File: src/wdt_pkg.sv
// Purpose: Shared constants and types for the watchdog/interval timer.
// Assumes: Byte-wide special register writes from the processor core.
// Notes:   Offsets are the core's special register addresses.
package wdt_pkg;

   // ==========================================================
   // Register map
   localparam logic [15:0] WDT_CLKSEL_ADDR = 16'hFF42;
   localparam logic [15:0] WDT_MODE_ADDR   = 16'hFFF9;
   localparam logic [7:0]  WDT_RESET_VAL   = 8'h00;

   // ==========================================================
   // Field positions
   localparam int WDT_RUN_POS   = 7;
   localparam int WDT_MUP_POS   = 4;
   localparam int WDT_MLO_POS   = 3;
   localparam logic [7:0] WDT_CLKSEL_MASK = 8'h07;
   localparam logic [7:0] WDT_MODE_MASK   = 8'h98;

   // ==========================================================
   // Timing: prescaler taps and counter length
   localparam int WDT_PRESC_W  = 10;
   localparam int WDT_CNT_W    = 7;
   localparam int WDT_TAP_BASE = 4;
   localparam logic [6:0] WDT_CNT_LAST = 7'h7F;

   // Operating modes held in the two mode bits.
   typedef enum logic [1:0] {
      WDT_MODE_STOP     = 2'b00,
      WDT_MODE_INTERVAL = 2'b01,
      WDT_MODE_NMI      = 2'b10,
      WDT_MODE_RESET    = 2'b11
   } wdt_mode_t;

   // Register write request from the core.
   typedef struct packed {
      logic        wr;
      logic [15:0] addr;
      logic [7:0]  data;
   } wdt_wr_t;

endpackage

File: src/wdt_timer.sv
// Purpose: Watchdog / interval timer on a free-running prescaler.
// Assumes: Writes and stop/halt levels are synchronous to clk_sys.
// Notes:   Overflow events are one-cycle registered pulses.
//
// Behaviour
// - Clock select picks four overflow periods.
// - Reset clears both registers to zero.
// - Writing run bit clears and starts counter.
// - Run bit cannot be cleared by software.
// - Mode field selects stop/interval/NMI/reset.
// - Each mode bit sticky once set.
// - Watchdog overflow gives reset or NMI.
// - First period after restart may be shorter.
// - Interval mode interrupts at every period.
// - Mask flag gates the interval interrupt.
// - Interval interrupt has top maskable priority.
// - Watchdog entry with flag set gives NMI.
// - Counting continues in halt, freezes in stop.
`timescale 1ns/1ps

module wdt_timer
   import wdt_pkg::*;
(
   input  wire logic             clk_sys,
   input  wire logic             rst,
   input  wire wdt_pkg::wdt_wr_t wr_req,
   input  wire logic             stop_mode,
   input  wire logic             irq_flag_in,
   input  wire logic             irq_mask_in,
   output logic [7:0]            clksel_rd,
   output logic [7:0]            mode_rd,
   output logic                  irq_flag_set,
   output logic                  irq_req,
   output logic                  irq_top_prio,
   output logic                  nmi_req,
   output logic                  sys_reset_req
);
   import wdt_pkg::*;

   logic [2:0]             clksel_ff;
   logic                   run_ff;
   logic [1:0]             mode_ff;
   logic [WDT_PRESC_W-1:0] presc_ff;
   logic [WDT_PRESC_W-1:0] presc_prev_ff;
   logic [WDT_CNT_W-1:0]   cnt_ff;
   logic [7:0]             clksel_rd_ff;
   logic [7:0]             mode_rd_ff;
   logic                   irq_set_ff;
   logic                   irq_req_ff;
   logic                   irq_prio_ff;
   logic                   nmi_ff;
   logic                   rst_req_ff;
   logic                   tick;
   logic                   ovf;
   logic                   wr_clk;
   logic                   wr_mode;
   logic [1:0]             nxt_mode;
   int                     tap;

   // ==========================================================
   // Register decode
   assign wr_clk  = wr_req.wr && (wr_req.addr == WDT_CLKSEL_ADDR);
   assign wr_mode = wr_req.wr && (wr_req.addr == WDT_MODE_ADDR);
   // Mode bits only ever accumulate ones; zeros are ignored.
   assign nxt_mode = mode_ff |
      {wr_req.data[WDT_MUP_POS], wr_req.data[WDT_MLO_POS]};

   // Clock select is a plain 3-bit register; reset gives the shortest period.
   always_ff @(posedge clk_sys) begin
      if (rst) begin
         clksel_ff <= WDT_RESET_VAL[2:0];
      end else if (wr_clk) begin
         clksel_ff <= wr_req.data[2:0];
      end
   end

   // Mode register: run and mode bits are sticky until reset.
   always_ff @(posedge clk_sys) begin
      if (rst) begin
         run_ff  <= 1'b0;
         mode_ff <= 2'b00;
      end else if (wr_mode) begin
         run_ff  <= run_ff | wr_req.data[WDT_RUN_POS];
         mode_ff <= nxt_mode;
      end
   end

   // ==========================================================
   // Free-running prescaler; it freezes in stop so the count holds too.
   always_ff @(posedge clk_sys) begin
      if (rst) begin
         presc_ff      <= '0;
         presc_prev_ff <= '0;
      end else if (!stop_mode) begin
         presc_ff      <= presc_ff + 1'b1;
         presc_prev_ff <= presc_ff;
      end
   end

   // Selected tap rises once per prescaled period. Codes with bit0 set
   // are prohibited; they fall back onto the even code below them.
   assign tap  = WDT_TAP_BASE - 1 + 2 * int'(clksel_ff[2:1]);
   assign tick = !stop_mode && presc_ff[tap] && !presc_prev_ff[tap];
   assign ovf  = tick && (cnt_ff == WDT_CNT_LAST);

   // Timeout counter. A restart does not touch the prescaler, so the
   // first period is short by part of one tick (under 1/128).
   // A restart that lands on a tick edge wins, so that tick is dropped.
   always_ff @(posedge clk_sys) begin
      if (rst) begin
         cnt_ff <= '0;
      end else if (wr_mode && wr_req.data[WDT_RUN_POS]) begin
         cnt_ff <= '0;
      end else if (run_ff && tick) begin
         cnt_ff <= cnt_ff + 1'b1;
      end
   end

   // ==========================================================
   // Overflow actions, registered so outputs come from flip-flops.
   always_ff @(posedge clk_sys) begin
      if (rst) begin
         irq_set_ff  <= 1'b0;
         irq_req_ff  <= 1'b0;
         irq_prio_ff <= 1'b0;
         nmi_ff      <= 1'b0;
         rst_req_ff  <= 1'b0;
      end else begin
         irq_set_ff <= run_ff && ovf &&
                       (mode_ff == WDT_MODE_INTERVAL);
         irq_req_ff <= irq_flag_in && !irq_mask_in &&
                       (mode_ff == WDT_MODE_INTERVAL);
         // Always top among maskable sources when requesting.
         irq_prio_ff <= irq_flag_in && !irq_mask_in &&
                        (mode_ff == WDT_MODE_INTERVAL);
         nmi_ff <= (run_ff && ovf && mode_ff == WDT_MODE_NMI) ||
                   (wr_mode && nxt_mode[1] && !mode_ff[1] &&
                    irq_flag_in);
         rst_req_ff <= run_ff && ovf &&
                       (mode_ff == WDT_MODE_RESET);
      end
   end

   // Readback images; reserved bits read as zero.
   always_ff @(posedge clk_sys) begin
      if (rst) begin
         clksel_rd_ff <= WDT_RESET_VAL;
         mode_rd_ff   <= WDT_RESET_VAL;
      end else begin
         clksel_rd_ff <= {5'h00, clksel_ff};
         mode_rd_ff   <= {run_ff, 2'b00, mode_ff, 3'b000};
      end
   end

   assign clksel_rd     = clksel_rd_ff;
   assign mode_rd       = mode_rd_ff;
   assign irq_flag_set  = irq_set_ff;
   assign irq_req       = irq_req_ff;
   assign irq_top_prio  = irq_prio_ff;
   assign nmi_req       = nmi_ff;
   assign sys_reset_req = rst_req_ff;

   // ==========================================================
   // Checks
   // Sticky bits: only reset may take them back to zero.
   run_sticky_a: assert property (
      @(posedge clk_sys) disable iff (rst)
      run_ff |=> run_ff)
      else $error("run bit cleared");
   mode_sticky_a: assert property (
      @(posedge clk_sys) disable iff (rst)
      mode_ff[1] |=> mode_ff[1])
      else $error("upper mode bit cleared");
   low_sticky_a: assert property (
      @(posedge clk_sys) disable iff (rst)
      mode_ff[0] |=> mode_ff[0])
      else $error("lower mode bit cleared");
   // The reset check has no disable clause: it has to see reset itself.
   reset_clear_a: assert property (
      @(posedge clk_sys)
      rst |=> clksel_ff == 3'h0 && mode_ff == 2'b00 && !run_ff)
      else $error("registers not cleared by reset");
   restart_clear_a: assert property (
      @(posedge clk_sys) disable iff (rst)
      wr_mode && wr_req.data[WDT_RUN_POS] |=> cnt_ff == 7'h00)
      else $error("restart did not clear");
   // Without the run bit nothing may count, whatever the mode says.
   idle_count_a: assert property (
      @(posedge clk_sys) disable iff (rst)
      !run_ff |=> cnt_ff == 7'h00)
      else $error("count moved while not running");
   stop_freeze_a: assert property (
      @(posedge clk_sys) disable iff (rst)
      stop_mode && !wr_mode |=> $stable(cnt_ff))
      else $error("count moved in stop");
   // A tick follows a carry into the tap, so the low bits are zero then.
   tick_align_a: assert property (
      @(posedge clk_sys) disable iff (rst)
      tick |-> presc_ff[2:0] == 3'h0)
      else $error("tick off a prescaler boundary");
   // ==========================================================
   // Overflow and interrupt checks
   stop_quiet_a: assert property (
      @(posedge clk_sys) disable iff (rst)
      mode_ff == WDT_MODE_STOP |=> !irq_flag_set && !sys_reset_req)
      else $error("event in stopped mode");
   wd_reset_a: assert property (
      @(posedge clk_sys) disable iff (rst)
      run_ff && ovf && mode_ff == WDT_MODE_RESET |=> sys_reset_req)
      else $error("no reset on overflow");
   wd_nmi_a: assert property (
      @(posedge clk_sys) disable iff (rst)
      run_ff && ovf && mode_ff == WDT_MODE_NMI |=> nmi_req)
      else $error("no nmi on overflow");
   interval_set_a: assert property (
      @(posedge clk_sys) disable iff (rst)
      run_ff && ovf && mode_ff == WDT_MODE_INTERVAL |=> irq_flag_set)
      else $error("no interrupt on overflow");
   interval_irq_a: assert property (
      @(posedge clk_sys) disable iff (rst)
      irq_flag_set |-> $past(mode_ff) == WDT_MODE_INTERVAL)
      else $error("interrupt outside interval mode");
   mask_gate_a: assert property (
      @(posedge clk_sys) disable iff (rst)
      irq_req |-> !$past(irq_mask_in))
      else $error("masked request passed");
   flag_gate_a: assert property (
      @(posedge clk_sys) disable iff (rst)
      irq_req |-> $past(irq_flag_in))
      else $error("request without flag");
   // Entering a watchdog mode with the flag already up must not be missed.
   nmi_entry_a: assert property (
      @(posedge clk_sys) disable iff (rst)
      wr_mode && wr_req.data[WDT_MUP_POS] && !mode_ff[1] && irq_flag_in
      |=> nmi_req)
      else $error("no nmi on entry");
endmodule

File: config.mk
export PLATFORM = sky130hd
export DESIGN_NAME = wdt_timer
export DESIGN_NICKNAME = d
export VERILOG_FILES = /design/src/wdt_pkg.sv /design/src/wdt_timer.sv
export SDC_FILE = /design/constraint.sdc
export NUM_CORES = 1
export LEC_CHECK = 0
export ABC_AREA = 0
export ABC_CLOCK_PERIOD_IN_PS = 1700
export BUFFER_PORTS_ARGS = -buffer_cell sky130_fd_sc_hd__clkbuf_2
export CORE_MARGIN = 4
export CORE_UTILIZATION = 45
export CTS_BUF_LIST = sky130_fd_sc_hd__clkbuf_16
export CTS_CLUSTER_DIAMETER = 200
export DETAILED_ROUTE_END_ITERATION = 10
export PLACE_DENSITY = 0.85
export SLEW_MARGIN = 30
export SYNTH_ARGS = -nofsm -noshare
export SYNTH_HDL_FRONTEND = slang
export SYNTH_SLANG_ARGS = --single-unit
File: constraint.sdc
create_clock -name clk_sys -period 1.7 [get_ports clk_sys]
set_input_delay 0.425 -clock clk_sys [delete_from_list [all_inputs] [get_ports clk_sys]]
set_output_delay 0.425 -clock clk_sys [all_outputs]
set_load 0.02 [all_outputs]
Yosys cells after proc, flatten, opt, wreduce, memory -nomap -nowiden
Index checks and enable logic that the tools add are counted.

Register bits: 53. Input bits: 30. Output and inout port bits: 21. Word-level logic and storage cells: 54.

Add/subtract/negate cells: 3. Magnitude comparators: 1. Eq/ne operators: 6. Muxes and demuxes: 6. Bitwise operators: 2. Reductions and logical operators: 22.

Operators with widths (number): == test 16 bit, second input constant (2); logical AND 1 bit (16); adder 10 x 1 -> 10 bit, second input constant (1); binary-select mux 1 bit (select 4 bit) (2); adder 7 x 1 -> 7 bit, second input constant (1); == test 7 bit, second input constant (1); < comparator 4 x 5 -> 1 bit, second input constant (1); adder 2 x 3 -> 4 bit, first input constant (1); == test 2 bit, second input constant (2); zero test 1 bit (4); 2-to-1 mux 1 bit (4); == test 2 x 1 -> 1 bit, second input constant (1); OR 2 bit (1); OR reduction 2 bit (1); logical OR 1 bit (1); OR 1 bit (1).

Depth between registers and ports, before layout
Gate-level depths: netlist of run 1.

Depth in word-level cells: 10. Mapped depth: 6. Depth with buffers taken out: 5.

Least setup slack after synthesis of run 1
Ideal clock, no wire load.

Path type: register to register. Start point: register clksel_ff[1]. End point: register nmi_ff (netlist: nmi_req). Setup time: 96 ps. Arrival time: 1793 ps. Required time: 1604 ps. Setup slack: -188 ps. Cell stages (with the launch flop): 6. Path buffers: 0. Period minus slack after synthesis: 1888 ps. Cells stage by stage: dfxtp_1 -> ha_1 -> nand4bb_1 -> a32o_2 -> or4_4 -> o41ai_2.

Longest elaborated chain between the ends: 10. Elaborated cells between the ends (all ways): 14. Classes of those cells: add/sub: 1; mux: 6; reduce/logical: 7.

Ends and longest elaborated chain: from (decl) (RTL line wdt_timer.sv:40) `logic [2:0] clksel_ff;`; from (signal assigned) (RTL line wdt_timer.sv:71) `clksel_ff <= WDT_RESET_VAL[2:0];`; from (signal assigned) (RTL line wdt_timer.sv:73) `clksel_ff <= wr_req.data[2:0];`; adder 2 x 3 -> 4 bit * (RTL line wdt_timer.sv:102) `assign tap = WDT_TAP_BASE - 1 + 2 * int'(clksel_ff[2:1]);`; binary-select mux 1 bit (select 4 bit) (RTL line wdt_timer.sv:103) `assign tick = !stop_mode && presc_ff[tap] && !presc_prev_ff[tap];`; 2-to-1 mux 1 bit (not written as such) (2 in series) (RTL line wdt_timer.sv:103); logical AND 1 bit or zero test 1 bit (tied branches) (RTL line wdt_timer.sv:103); logical AND 1 bit * (RTL line wdt_timer.sv:103); logical AND 1 bit * (RTL line wdt_timer.sv:104) `assign ovf = tick && (cnt_ff == WDT_CNT_LAST);`; logical AND 1 bit * (2 in series) (RTL line wdt_timer.sv:136) `nmi_ff <= (run_ff && ovf && mode_ff == WDT_MODE_NMI) ||`; logical OR 1 bit * (RTL line wdt_timer.sv:136); to (signal assigned) (RTL line wdt_timer.sv:136); to (decl) (RTL line wdt_timer.sv:51) `logic nmi_ff;`.

Every way passes the cells marked *; elsewhere a longest branch is shown, timed or not. The select of a mux whose other input is x is not followed. A chain may end at the register's enable or synchronous reset.

Worst setup path in the final report of run 1
Start point: register clksel_ff[1]. End point: register cnt_ff[5].

Longest elaborated chain between the ends: 7. Elaborated cells between the ends (all ways): 11. Classes of those cells: add/sub: 1; mux: 6; reduce/logical: 4.

Ends and longest elaborated chain: adder 2 x 3 -> 4 bit * (RTL line wdt_timer.sv:102); binary-select mux 1 bit (select 4 bit) (RTL line wdt_timer.sv:103); 2-to-1 mux 1 bit (not written as such) (2 in series) (RTL line wdt_timer.sv:103); logical AND 1 bit or zero test 1 bit (tied branches) (RTL line wdt_timer.sv:103); logical AND 1 bit * (RTL line wdt_timer.sv:103); logical AND 1 bit * (RTL line wdt_timer.sv:114) `end else if (run_ff && tick) begin`; to (signal assigned) (RTL line wdt_timer.sv:115) `cnt_ff <= cnt_ff + 1'b1;`; to (decl) (RTL line wdt_timer.sv:45) `logic [WDT_CNT_W-1:0] cnt_ff;`.

Marked as above.

==> flow_metrics.env, run 1 <==
export IMPL_status="finished with violations"
export IMPL_violations="negative setup slack"
export IMPL_required_ps=1910
export IMPL_cts_htree_levels=2
export IMPL_core_sq_um=3468
export IMPL_fin_ws_ps=-158.4
export IMPL_drive_above_1_share=0.3234
export IMPL_clk_latency_ps=280
export IMPL_start_util=0.4848
export IMPL_ios=51
export IMPL_postRouteAntennaNets=0
export IMPL_ys_seq_area_frac=0.4524
export IMPL_ys_dominant_reg_cell="dfxtp_1"
export IMPL_clkSlewWorstSetupHoldPaths_ps=50
export IMPL_area_growth_pct=29.02
export IMPL_die_width_um=69.13
export IMPL_startpoint_type="flip-flop"
export IMPL_cts_buffer_depth=2
export IMPL_synth_avg_cell_area_sq_um=9.189
export IMPL_rsz0062_at_grt="yes"
export IMPL_synthArstFlopShare=0
export IMPL_port_buffers=38
export IMPL_num_rows=21
export IMPL_synth_top_area_share=0.4524
export IMPL_ys_types=36
export IMPL_dr_pass1_iters=4
export IMPL_cap_violations=0
export IMPL_cts_root_buf="clkbuf_16"
export IMPL_r2r_slack_ps=-160
export IMPL_fillers=298
export IMPL_clock_skew_final_ps=5.348
export IMPL_grt_pass1_wl_um=6161
export IMPL_cp_max_fo=9
export IMPL_synth_area_sq_um=1682
export IMPL_p_total_mw=1.849
export IMPL_synth_area_leaders="dfxtp_1 45%, buf_4 4.9%, a21oi_1 3.9%"
export IMPL_grt_overflow_total=0
export IMPL_die_h_um=69.13
export IMPL_wl_um=3601
export IMPL_min_to="irq_top_prio"
export IMPL_hpwl_um=2525
export IMPL_diodes=0
export IMPL_setup_violations=10
export IMPL_stdcell_count=281
export IMPL_yosys_area_top_type="dfxtp_1"
export IMPL_final_common_cell="clkbuf_2"
export IMPL_min_period_ps=1858
export IMPL_cts_tree="built"
export IMPL_finalHoldViolations=0
export IMPL_fin_setup_tns_ps=-798.9
export IMPL_antenna_found_initial=0
export IMPL_period_share=1.093
export IMPL_slew_violations=0
export IMPL_leakage_nw=0.9042
export IMPL_drc=0
export IMPL_track_usage=0.1569
export IMPL_die_area_sq_um=4779
export IMPL_endpoint_kind="flip-flop"
export IMPL_synthCells=183
export IMPL_worstReg2RegEnd="cnt_ff[5]"
export IMPL_cts_num_sinks=38
export IMPL_criticalPathCategory="reg -> reg"
export IMPL_synth_seq_cells=38
export IMPL_grt_max_degree=18
export IMPL_synth_edf_count=0
export IMPL_drtIter0Drc=54
export IMPL_min_path_cells=2
export IMPL_fmax_ghz=0.5381
export IMPL_dpl_cell_count=272
export IMPL_power_density_nw_per_um2=852.2
export IMPL_hp_start="irq_mask_in"
export IMPL_gp_congestion=0.7673
export IMPL_wl_per_cell_um=12.81
export IMPL_cts_made_buffers=5
export IMPL_drt_vias_per_instance=5.377
export IMPL_final_cell_mix="38 x clkbuf_2, 36 x dfxtp_1, 17 x nor2_1"
export IMPL_rr_startpoint="clksel_ff[1]"
export IMPL_ys_warnings_count=0
export IMPL_fin_nets=268
export IMPL_grt_pass1_vias=1447
export IMPL_arrival_ps=2070
export IMPL_vias=1511
export IMPL_ir_worst_vdd_mv=0.3836
export IMPL_worstRegToRegCells=6
export IMPL_min_path_type="in -> reg"
export IMPL_dp_slack_ps=-134.5
export IMPL_fin_util=0.6255
[layer usage]
layer,global-route usage,wire [um]
met5,0,0
met4,0.08026,93
met3,0.04797,319
met2,0.2458,1582
met1,0.1932,1605
[area by class of cell]
| cell class | count | area (sq um) | share of cell area |
|---|---|---|---|
| Multi-Input combinational cell | 131 | 888.4 | 0.4095 |
| Timing Repair Buffer | 53 | 302.8 | 0.1396 |
| Clock inverter | 2 | 7.507 | 0.003460 |
| Tap cell | 46 | 57.56 | 0.02653 |
| Inverter | 6 | 22.52 | 0.01038 |
| Sequential cell | 38 | 765.7 | 0.3529 |
| Clock buffer | 5 | 125.1 | 0.05767 |
[where the power goes]
part           internal (mW)  total [mW]  switching (mW)  leakage (nW)
Combinational         0.0431       0.105          0.0616         0.524
Clock                  0.523       0.844           0.321        0.0723
Sequential             0.896       0.900         0.00420         0.308
[timing repair]
| action | 4_1_cts | 5_1_grt |
|---|---|---|
| resized for setup | 2 | 9 |
| endpoints found under the setup margin | 8 | 10 |
| gates cloned | 0 | 0 |
| pin swaps | 2 | 0 |
| buffers inserted | 2 | 0 |
| hold buffers | 0 | 0 |
[metrics by stage]
| stage | cell area [sq um] | hold slack, ps |
|---|---|---|
| 2_1_floorplan | 1745 | 411.1 |
| 3_3_place_gp | 1977 | 420.7 |
| 3_5_place_dp | 1977 | 430.4 |
| 4_1_cts | 2133 | 312.5 |
| 5_1_grt | 2170 | 341.9 |
| 6_report | 2170 | 312.7 |
[synthesized netlist by cell type, types with 4 or more instances]
master / count
or3_1: 5
buf_4: 11
o31ai_1: 5
nand3_1: 7
nand4_1: 7
nor2_1: 17
inv_1: 6
or4_1: 5
o21ai_0: 7
nor3_1: 5
a21oi_1: 13
nand2_1: 4
dfxtp_1: 38
mux2i_1: 6
xor2_1: 4
nor2b_1: 6
clkbuf_1: 4
[state kept, by name, indices dropped and copies added (netlist names)]
| signal | flops |
|---|---|
| presc_ff | 10 |
| nmi_req | 1 |
| clksel_ff | 3 |
| mode_ff | 2 |
| run_ff | 1 |
| clksel_rd | 3 |
| irq_flag_set | 1 |
| sys_reset_req | 1 |
| cnt_ff | 7 |
| mode_rd | 3 |
| presc_prev_ff | 5 |
| irq_top_prio | 1 |
[worst max path at each step]
| stage | startpoint | to | slack [ps] | cells past startpoint |
|---|---|---|---|---|
| finish | clksel_ff[1] | cnt_ff[5] | -160 | 6 |
| global route | clksel_ff[1] | cnt_ff[5] | -230 | 6 |
| CTS | clksel_ff[1] | nmi_req | -130 | 5 |
| detailed placement | clksel_ff[1] | cnt_ff[5] | -130 | 5 |
| global placement | clksel_ff[1] | nmi_req | -110 | 5 |
| floorplan | clksel_ff[2] | nmi_req | 0.7 | 5 |
[cells by family after synthesis]
group	synth area share
AND/OR/NAND/NOR	0.2574
flip-flops	0.4524
AO/OA/AOI/OAI	0.1161
buffers and inverters	0.07738
XOR/XNOR	0.03646
multiplexers	0.03572
adder cells (fa/ha/maj)	0.02232
other	0.002230
[critical path, stage by stage (launching register included)]
cell       delay, ps
dfxtp_4          400
ha_4             220
nand4bb_1        180
a32o_2           290
buf_4            160
or4_4            410
a21oi_1          130
Note: power is estimated with default switching activity, not from simulation.
==> run 2, diff against run 1 <==
--- a/config.mk
+++ b/config.mk
@@ -19,2 +19,3 @@
 export SYNTH_HDL_FRONTEND = slang
 export SYNTH_SLANG_ARGS = --single-unit
+export TNS_END_PERCENT = 30
==> constraint.sdc (replaced) <==
create_clock -name clk_sys -period 1.7 [get_ports clk_sys]
set_input_delay 0.51 -clock clk_sys [delete_from_list [all_inputs] [get_ports clk_sys]]
set_output_delay 0.51 -clock clk_sys [all_outputs]
set_load 0.02 [all_outputs]
==> flow_metrics.env, run 2 (synthesized netlist as in run 1, its figures left out) <==
export IMPL_status="finished with violations"
export IMPL_violations="negative setup slack"
export IMPL_drive_above_1_share=0.3374
export IMPL_period_share=1.109
export IMPL_stdcell_area_sq_um=2280
export IMPL_rsz0062_at_grt="yes"
export IMPL_die_area_sq_um=4779
export IMPL_cp_max_fo=5
export IMPL_dr_pass1_iters=4
export IMPL_postRouteAntennaNets=0
export IMPL_rr_startpoint="clksel_ff[1]"
export IMPL_gp_congestion=0.7877
export IMPL_final_common_cell="clkbuf_2"
export IMPL_startpoint_type="flip-flop"
export IMPL_clkSlewWorstSetupHoldPaths_ps=60
export IMPL_grt_overflow_total=0
export IMPL_cap_violations=0
export IMPL_min_path_type="in -> reg"
export IMPL_p_comb_frac=0.053
export IMPL_finalHoldViolations=0
export IMPL_endpoint_kind="flip-flop"
export IMPL_start_util=0.4848
export IMPL_power_density_nw_per_um2=880.1
export IMPL_fin_nets=275
export IMPL_regArea_sq_um=765.7
export IMPL_leakage_nw=0.9449
export IMPL_power_internal_mw=1.571
export IMPL_num_rows=21
export IMPL_arrival_ps=2100
export IMPL_min_to="irq_top_prio"
export IMPL_cts_buffer_depth=2
export IMPL_clk_latency_ps=280
export IMPL_core_sq_um=3468
export IMPL_die_h_um=69.13
export IMPL_power_frac_clock=0.499
export IMPL_fillers=293
export IMPL_place_area_sq_um=2014
export IMPL_p_sw_uw=435.3
export IMPL_hpwl_um=2636
export IMPL_wl_um=3932
export IMPL_drc=0
export IMPL_required_ps=1910
export IMPL_cts_tree="built"
export IMPL_worstRegToRegCells=4
export IMPL_antenna_found_initial=0
export IMPL_ir_worst_vdd_mv=0.6818
export IMPL_min_period_ps=1885
export IMPL_multi_input_area_sq_um=920.9
export IMPL_biggestRegsByFlops="presc_ff x10, cnt_ff x7, presc_prev_ff x5"
export IMPL_cts_made_buffers=5
export IMPL_slew_violations=0
export IMPL_track_usage=0.1683
export IMPL_largest_register_ffs=10
export IMPL_switching_share=0.2170
export IMPL_cts_root_buf="clkbuf_16"
export IMPL_drt_vias_per_instance=5.429
export IMPL_ios=51
export IMPL_fmax_ghz=0.5304
export IMPL_hp_start="irq_mask_in"
export IMPL_worstReg2RegEnd="cnt_ff[3]"
export IMPL_cts_htree_levels=2
export IMPL_drtIter0Drc=65
export IMPL_cts_num_sinks=38
export IMPL_fin_ws_ps=-185.4
export IMPL_die_width_um=69.13
export IMPL_hold_buffers=0
export IMPL_diodes=0
export IMPL_wl_per_cell_um=13.61
export IMPL_seqPwrFrac=0.448
export IMPL_criticalPathCategory="reg -> reg"
export IMPL_regMostFlops="presc_ff"
export IMPL_grt_pass1_vias=1437
export IMPL_setup_violations=9
export IMPL_final_cell_mix="38 x clkbuf_2, 36 x dfxtp_1, 21 x buf_4"
export IMPL_area_growth_pct=35.57
export IMPL_port_buffers=38
export IMPL_fin_setup_tns_ps=-974.2
export IMPL_r2r_slack_ps=-190
export IMPL_min_path_cells=2
export IMPL_grt_max_degree=18
export IMPL_grt_pass1_wl_um=6582
export IMPL_vias=1569
export IMPL_clock_skew_final_ps=5.008
## run 2: changes by cell type in the layout (fill, tap and decap cells not counted), moves of 2 or more
cell        delta
or3_4          -2
o41ai_4        +2
clkinvlp_4     +2
or3_1          +2
o41ai_2        -2
buf_4          +6
inv_1          -2
## run 2: worst max path at each step
stage / startpoint / end / slack (ps) / cells past startpoint
floorplan: clksel_ff[2] / nmi_req / 0.7 / 5
global placement: clksel_ff[2] / nmi_req / -110 / 5
detailed placement: clksel_ff[2] / nmi_req / -170 / 5
CTS: clksel_ff[1] / nmi_req / -170 / 5
global route: clksel_ff[1] / cnt_ff[3] / -210 / 5
finish: clksel_ff[1] / cnt_ff[3] / -190 / 4
## run 2: through the flow
step	setup slack, ps	hold WS, ps	utilization	total power, mW	cells
after floorplan	0.7407	411.1	-	0.9922	192
after global placement	-111.0	421.4	0.5808	1.022	277
after detailed placement	-169.1	438.1	0.5808	1.023	277
after CTS	-169.9	388.1	0.6457	2.013	289
after global routing	-210.1	397.0	0.6573	2.062	289
final	-185.4	390.7	0.6573	2.006	289
## run 2: power by group through the flow
stage          Sequential, mW  Clock (mW)  Combinational [mW]
4_1_cts                 0.899        1.01               0.105
3_5_place_dp            0.919           0               0.104
5_1_grt                 0.900        1.04               0.118
3_3_place_gp            0.918           0               0.103
6_report                0.899        1.00               0.106
2_1_floorplan           0.919           0              0.0730
## run 2: layout make-up
type / instances / area share
Inverter: 6 / 0.009879
Clock inverter: 2 / 0.006586
Timing Repair Buffer: 59 / 0.1526
Sequential cell: 38 / 0.3359
Clock buffer: 6 / 0.06586
Tap cell: 46 / 0.02525
Multi-Input combinational cell: 132 / 0.4040
## run 2: critical path, cell delays in order, from the launching register on
cell	delay (ps)
dfxtp_4	370
or3b_1	390
a32o_2	330
or4_1	540
a21oi_2	180
## run 2: timing repair
item                                    CTS  global route
endpoints found under the setup margin    9            10
pin swaps                                 5             3
resized for setup                         5             6
cloned                                    1             0
setup buffers                             3             0
## run 2: per-layer routing
layer  up-vias  share of wire  GRT usage  routed length [um]
met5         -              0          0                   0
met4         0          0.034    0.06941                 134
met3        14          0.090    0.05669                 355
met2        73           0.47     0.2786                1833
met1       724           0.41     0.1982                1608
li1        758              -          -                   -
==> run 3, diff against run 2 <==
--- a/config.mk
+++ b/config.mk
@@ -6,13 +6,13 @@
 export NUM_CORES = 1
 export LEC_CHECK = 0
-export ABC_AREA = 0
+export ABC_AREA = 1
 export ABC_CLOCK_PERIOD_IN_PS = 1700
 export BUFFER_PORTS_ARGS = -buffer_cell sky130_fd_sc_hd__clkbuf_2
 export CORE_MARGIN = 4
-export CORE_UTILIZATION = 45
+export CORE_UTILIZATION = 46
 export CTS_BUF_LIST = sky130_fd_sc_hd__clkbuf_16
 export CTS_CLUSTER_DIAMETER = 200
 export DETAILED_ROUTE_END_ITERATION = 10
-export PLACE_DENSITY = 0.85
+export PLACE_DENSITY = 0.86
 export SLEW_MARGIN = 30
 export SYNTH_ARGS = -nofsm -noshare
==> constraint.sdc (replaced) <==
create_clock -name clk_sys -period 1.7 [get_ports clk_sys]
set_input_delay 0.51 -clock clk_sys [delete_from_list [all_inputs] [get_ports clk_sys]]
set_output_delay 0.51 -clock clk_sys [all_outputs]
set_load 0.005 [all_outputs]
==> flow_metrics.env, run 3 <==
export IMPL_drtIter0Drc=108
export IMPL_synthCells=240
export IMPL_grt_pass1_wl_um=6327
export IMPL_stdcell_area_sq_um=2125
export IMPL_criticalPathCategory="reg -> reg"
export IMPL_fin_util=0.5760
export IMPL_min_path_type="in -> reg"
export IMPL_ys_seq_area_frac=0.4279
export IMPL_cts_num_sinks=38
export IMPL_slowest_stage="ha_1"
export IMPL_p_comb_frac=0.052
export IMPL_core_sq_um=3689
export IMPL_port_buffers=38
export IMPL_slew_violations=0
export IMPL_cts_root_buf="clkbuf_16"
export IMPL_synthArstFlopShare=0
export IMPL_synth_top_area_share=0.4279
export IMPL_hold_buffers=0
export IMPL_p_total_mw=1.850
export IMPL_die_h_um=70.17
export IMPL_synth_avg_cell_area_sq_um=7.408
export IMPL_fin_nets=317
export IMPL_rsz0062_at_grt="no"
export IMPL_seqPwrFrac=0.491
export IMPL_cap_violations=0
export IMPL_cp_top_family="simple AND/OR/NAND/NOR gates"
export IMPL_drive_above_1_share=0.2261
export IMPL_finalHoldViolations=0
export IMPL_wl_per_cell_um=11.08
export IMPL_synth_seq_cells=38
export IMPL_grt_pass1_vias=1490
export IMPL_synth_area_sq_um=1778
export IMPL_drc=0
export IMPL_yosys_top_cells_count="47 x nand2_1, 38 x dfxtp_1, 32 x nor2_1"
export IMPL_ys_types=27
export IMPL_fmax_ghz=0.6638
export IMPL_ys_warnings_count=0
export IMPL_dp_slack_ps=121.9
export IMPL_die_area_sq_um=4924
export IMPL_num_rows=22
export IMPL_startpoint_type="flip-flop"
export IMPL_power_density_nw_per_um2=870.9
export IMPL_vias=1567
export IMPL_power_frac_clock=0.457
export IMPL_synth_edf_count=0
export IMPL_cts_made_buffers=5
export IMPL_hpwl_um=2762
export IMPL_switching_share=0.2084
export IMPL_fillers=356
export IMPL_cts_buffer_depth=2
export IMPL_fin_ws_ps=193.5
export IMPL_yosysMostFrequentCell="nand2_1"
export IMPL_path_buf_inv=1
export IMPL_dr_pass1_iters=4
export IMPL_antenna_found_initial=0
export IMPL_synth_area_leaders="dfxtp_1 43%, nand2_1 9.9%, nor2_1 6.8%"
export IMPL_period_share=0.8862
export IMPL_clk_latency_ps=280
export IMPL_arrival_ps=1710
export IMPL_yosys_area_top_type="dfxtp_1"
export IMPL_status="finished clean"
export IMPL_slowest_delay_ps=360
export IMPL_regMostFlops="presc_ff"
export IMPL_start_util=0.4820
export IMPL_area_growth_pct=19.49
export IMPL_cts_setup_buffers=0
export IMPL_postRouteAntennaNets=0
export IMPL_clkSlewWorstSetupHoldPaths_ps=50
export IMPL_wl_um=3668
export IMPL_required_ps=1910
export IMPL_cts_htree_levels=2
export IMPL_fin_setup_tns_ps=0
export IMPL_min_period_ps=1507
export IMPL_setup_violations=0
export IMPL_cts_tree="built"
export IMPL_clock_skew_final_ps=2.996
export IMPL_ir_worst_vdd_mv=0.3738
export IMPL_grt_max_degree=15
export IMPL_place_area_sq_um=1996
export IMPL_post_cts_resized=0
export IMPL_crit_chain="ha_1 > nor2_1 > nand3_2 > nand2_4 > inv_2 > nand2_2 > nand2_1 > a21oi_1"
export IMPL_die_width_um=70.17
export IMPL_track_usage=0.1601
export IMPL_final_cell_mix="47 x nand2_1, 38 x dfxtp_1, 38 x clkbuf_2"
export IMPL_cp_max_fo=7
export IMPL_power_internal_mw=1.465
export IMPL_multi_input_area_sq_um=842.1
export IMPL_biggestRegsByFlops="presc_ff x10, cnt_ff x7, presc_prev_ff x5"
export IMPL_p_sw_uw=385.6
export IMPL_endpoint_kind="flip-flop"
export IMPL_ys_dominant_reg_cell="dfxtp_1"
export IMPL_leakage_nw=1.004
export IMPL_gp_congestion=0.7892
export IMPL_regArea_sq_um=760.7
export IMPL_drt_vias_per_instance=4.734
export IMPL_grt_overflow_total=0
export IMPL_diodes=0
export IMPL_ios=51
export IMPL_final_common_cell="nand2_1"
export IMPL_largest_register_ffs=10
run 3: worst paths after layout:
check | slack, ps | end | cells after the start | startpoint
max reg2reg | 190 | cnt_ff[6] | 8 | clksel_ff[1]
min | 390 | irq_top_prio | 2 | irq_mask_in
min reg2reg | 430 | clksel_rd[0] | 2 | clksel_ff[0]
max | 190 | cnt_ff[6] | 8 | clksel_ff[1]
run 3: cells by family after synthesis:
| logic type | Yosys count | synth area share |
|---|---|---|
| other cells | 1 | 0.002109 |
| compound gates | 31 | 0.08726 |
| simple gates | 117 | 0.3146 |
| flops | 38 | 0.4279 |
| buf+inv | 44 | 0.1175 |
| fa+ha+maj | 3 | 0.02111 |
| xor+xnor | 6 | 0.02956 |
run 3: power by group through the flow:
stage | clock [mW] | combinational (mW) | sequential, mW
CTS | 0.858 | 0.0965 | 0.908
finish | 0.846 | 0.0961 | 0.908
global placement | 0 | 0.0929 | 0.927
detailed placement | 0 | 0.0959 | 0.927
global route | 0.887 | 0.111 | 0.910
floorplan | 0 | 0.0628 | 0.926
run 3: worst reg2reg max path: stages (launching register included):
cell and delay [ps]:
dfxtp_1 350, ha_1 360, nor2_1 150, nand3_2 110, nand2_4 100, inv_2 40, nand2_2 130, nand2_1 70
a21oi_1 130
run 3: layout make-up:
type	instances	share of cell area
Multi-Input combinational cell	167	0.3963
Tap cell	48	0.02827
Timing Repair Buffer	42	0.1037
Sequential cell	38	0.3581
Clock inverter	1	0.001767
Clock buffer	5	0.05889
Inverter	30	0.05300
run 3: layer usage:
metal | up-vias | part of all wire | GRT usage
met1 | 681 | 0.43 | 0.1789
met5 | - | 0 | 0
met2 | 54 | 0.47 | 0.2623
li1 | 825 | - | -
met4 | 0 | 0.022 | 0.1000
met3 | 7 | 0.082 | 0.05036
run 3: per-stage QoR:
stage,hold WS (ps),std cells
final,391.2,331
after global routing,398.0,331
after CTS,386.6,331
after detailed placement,424.7,325
after global placement,423.6,325
after floorplan,410.1,249
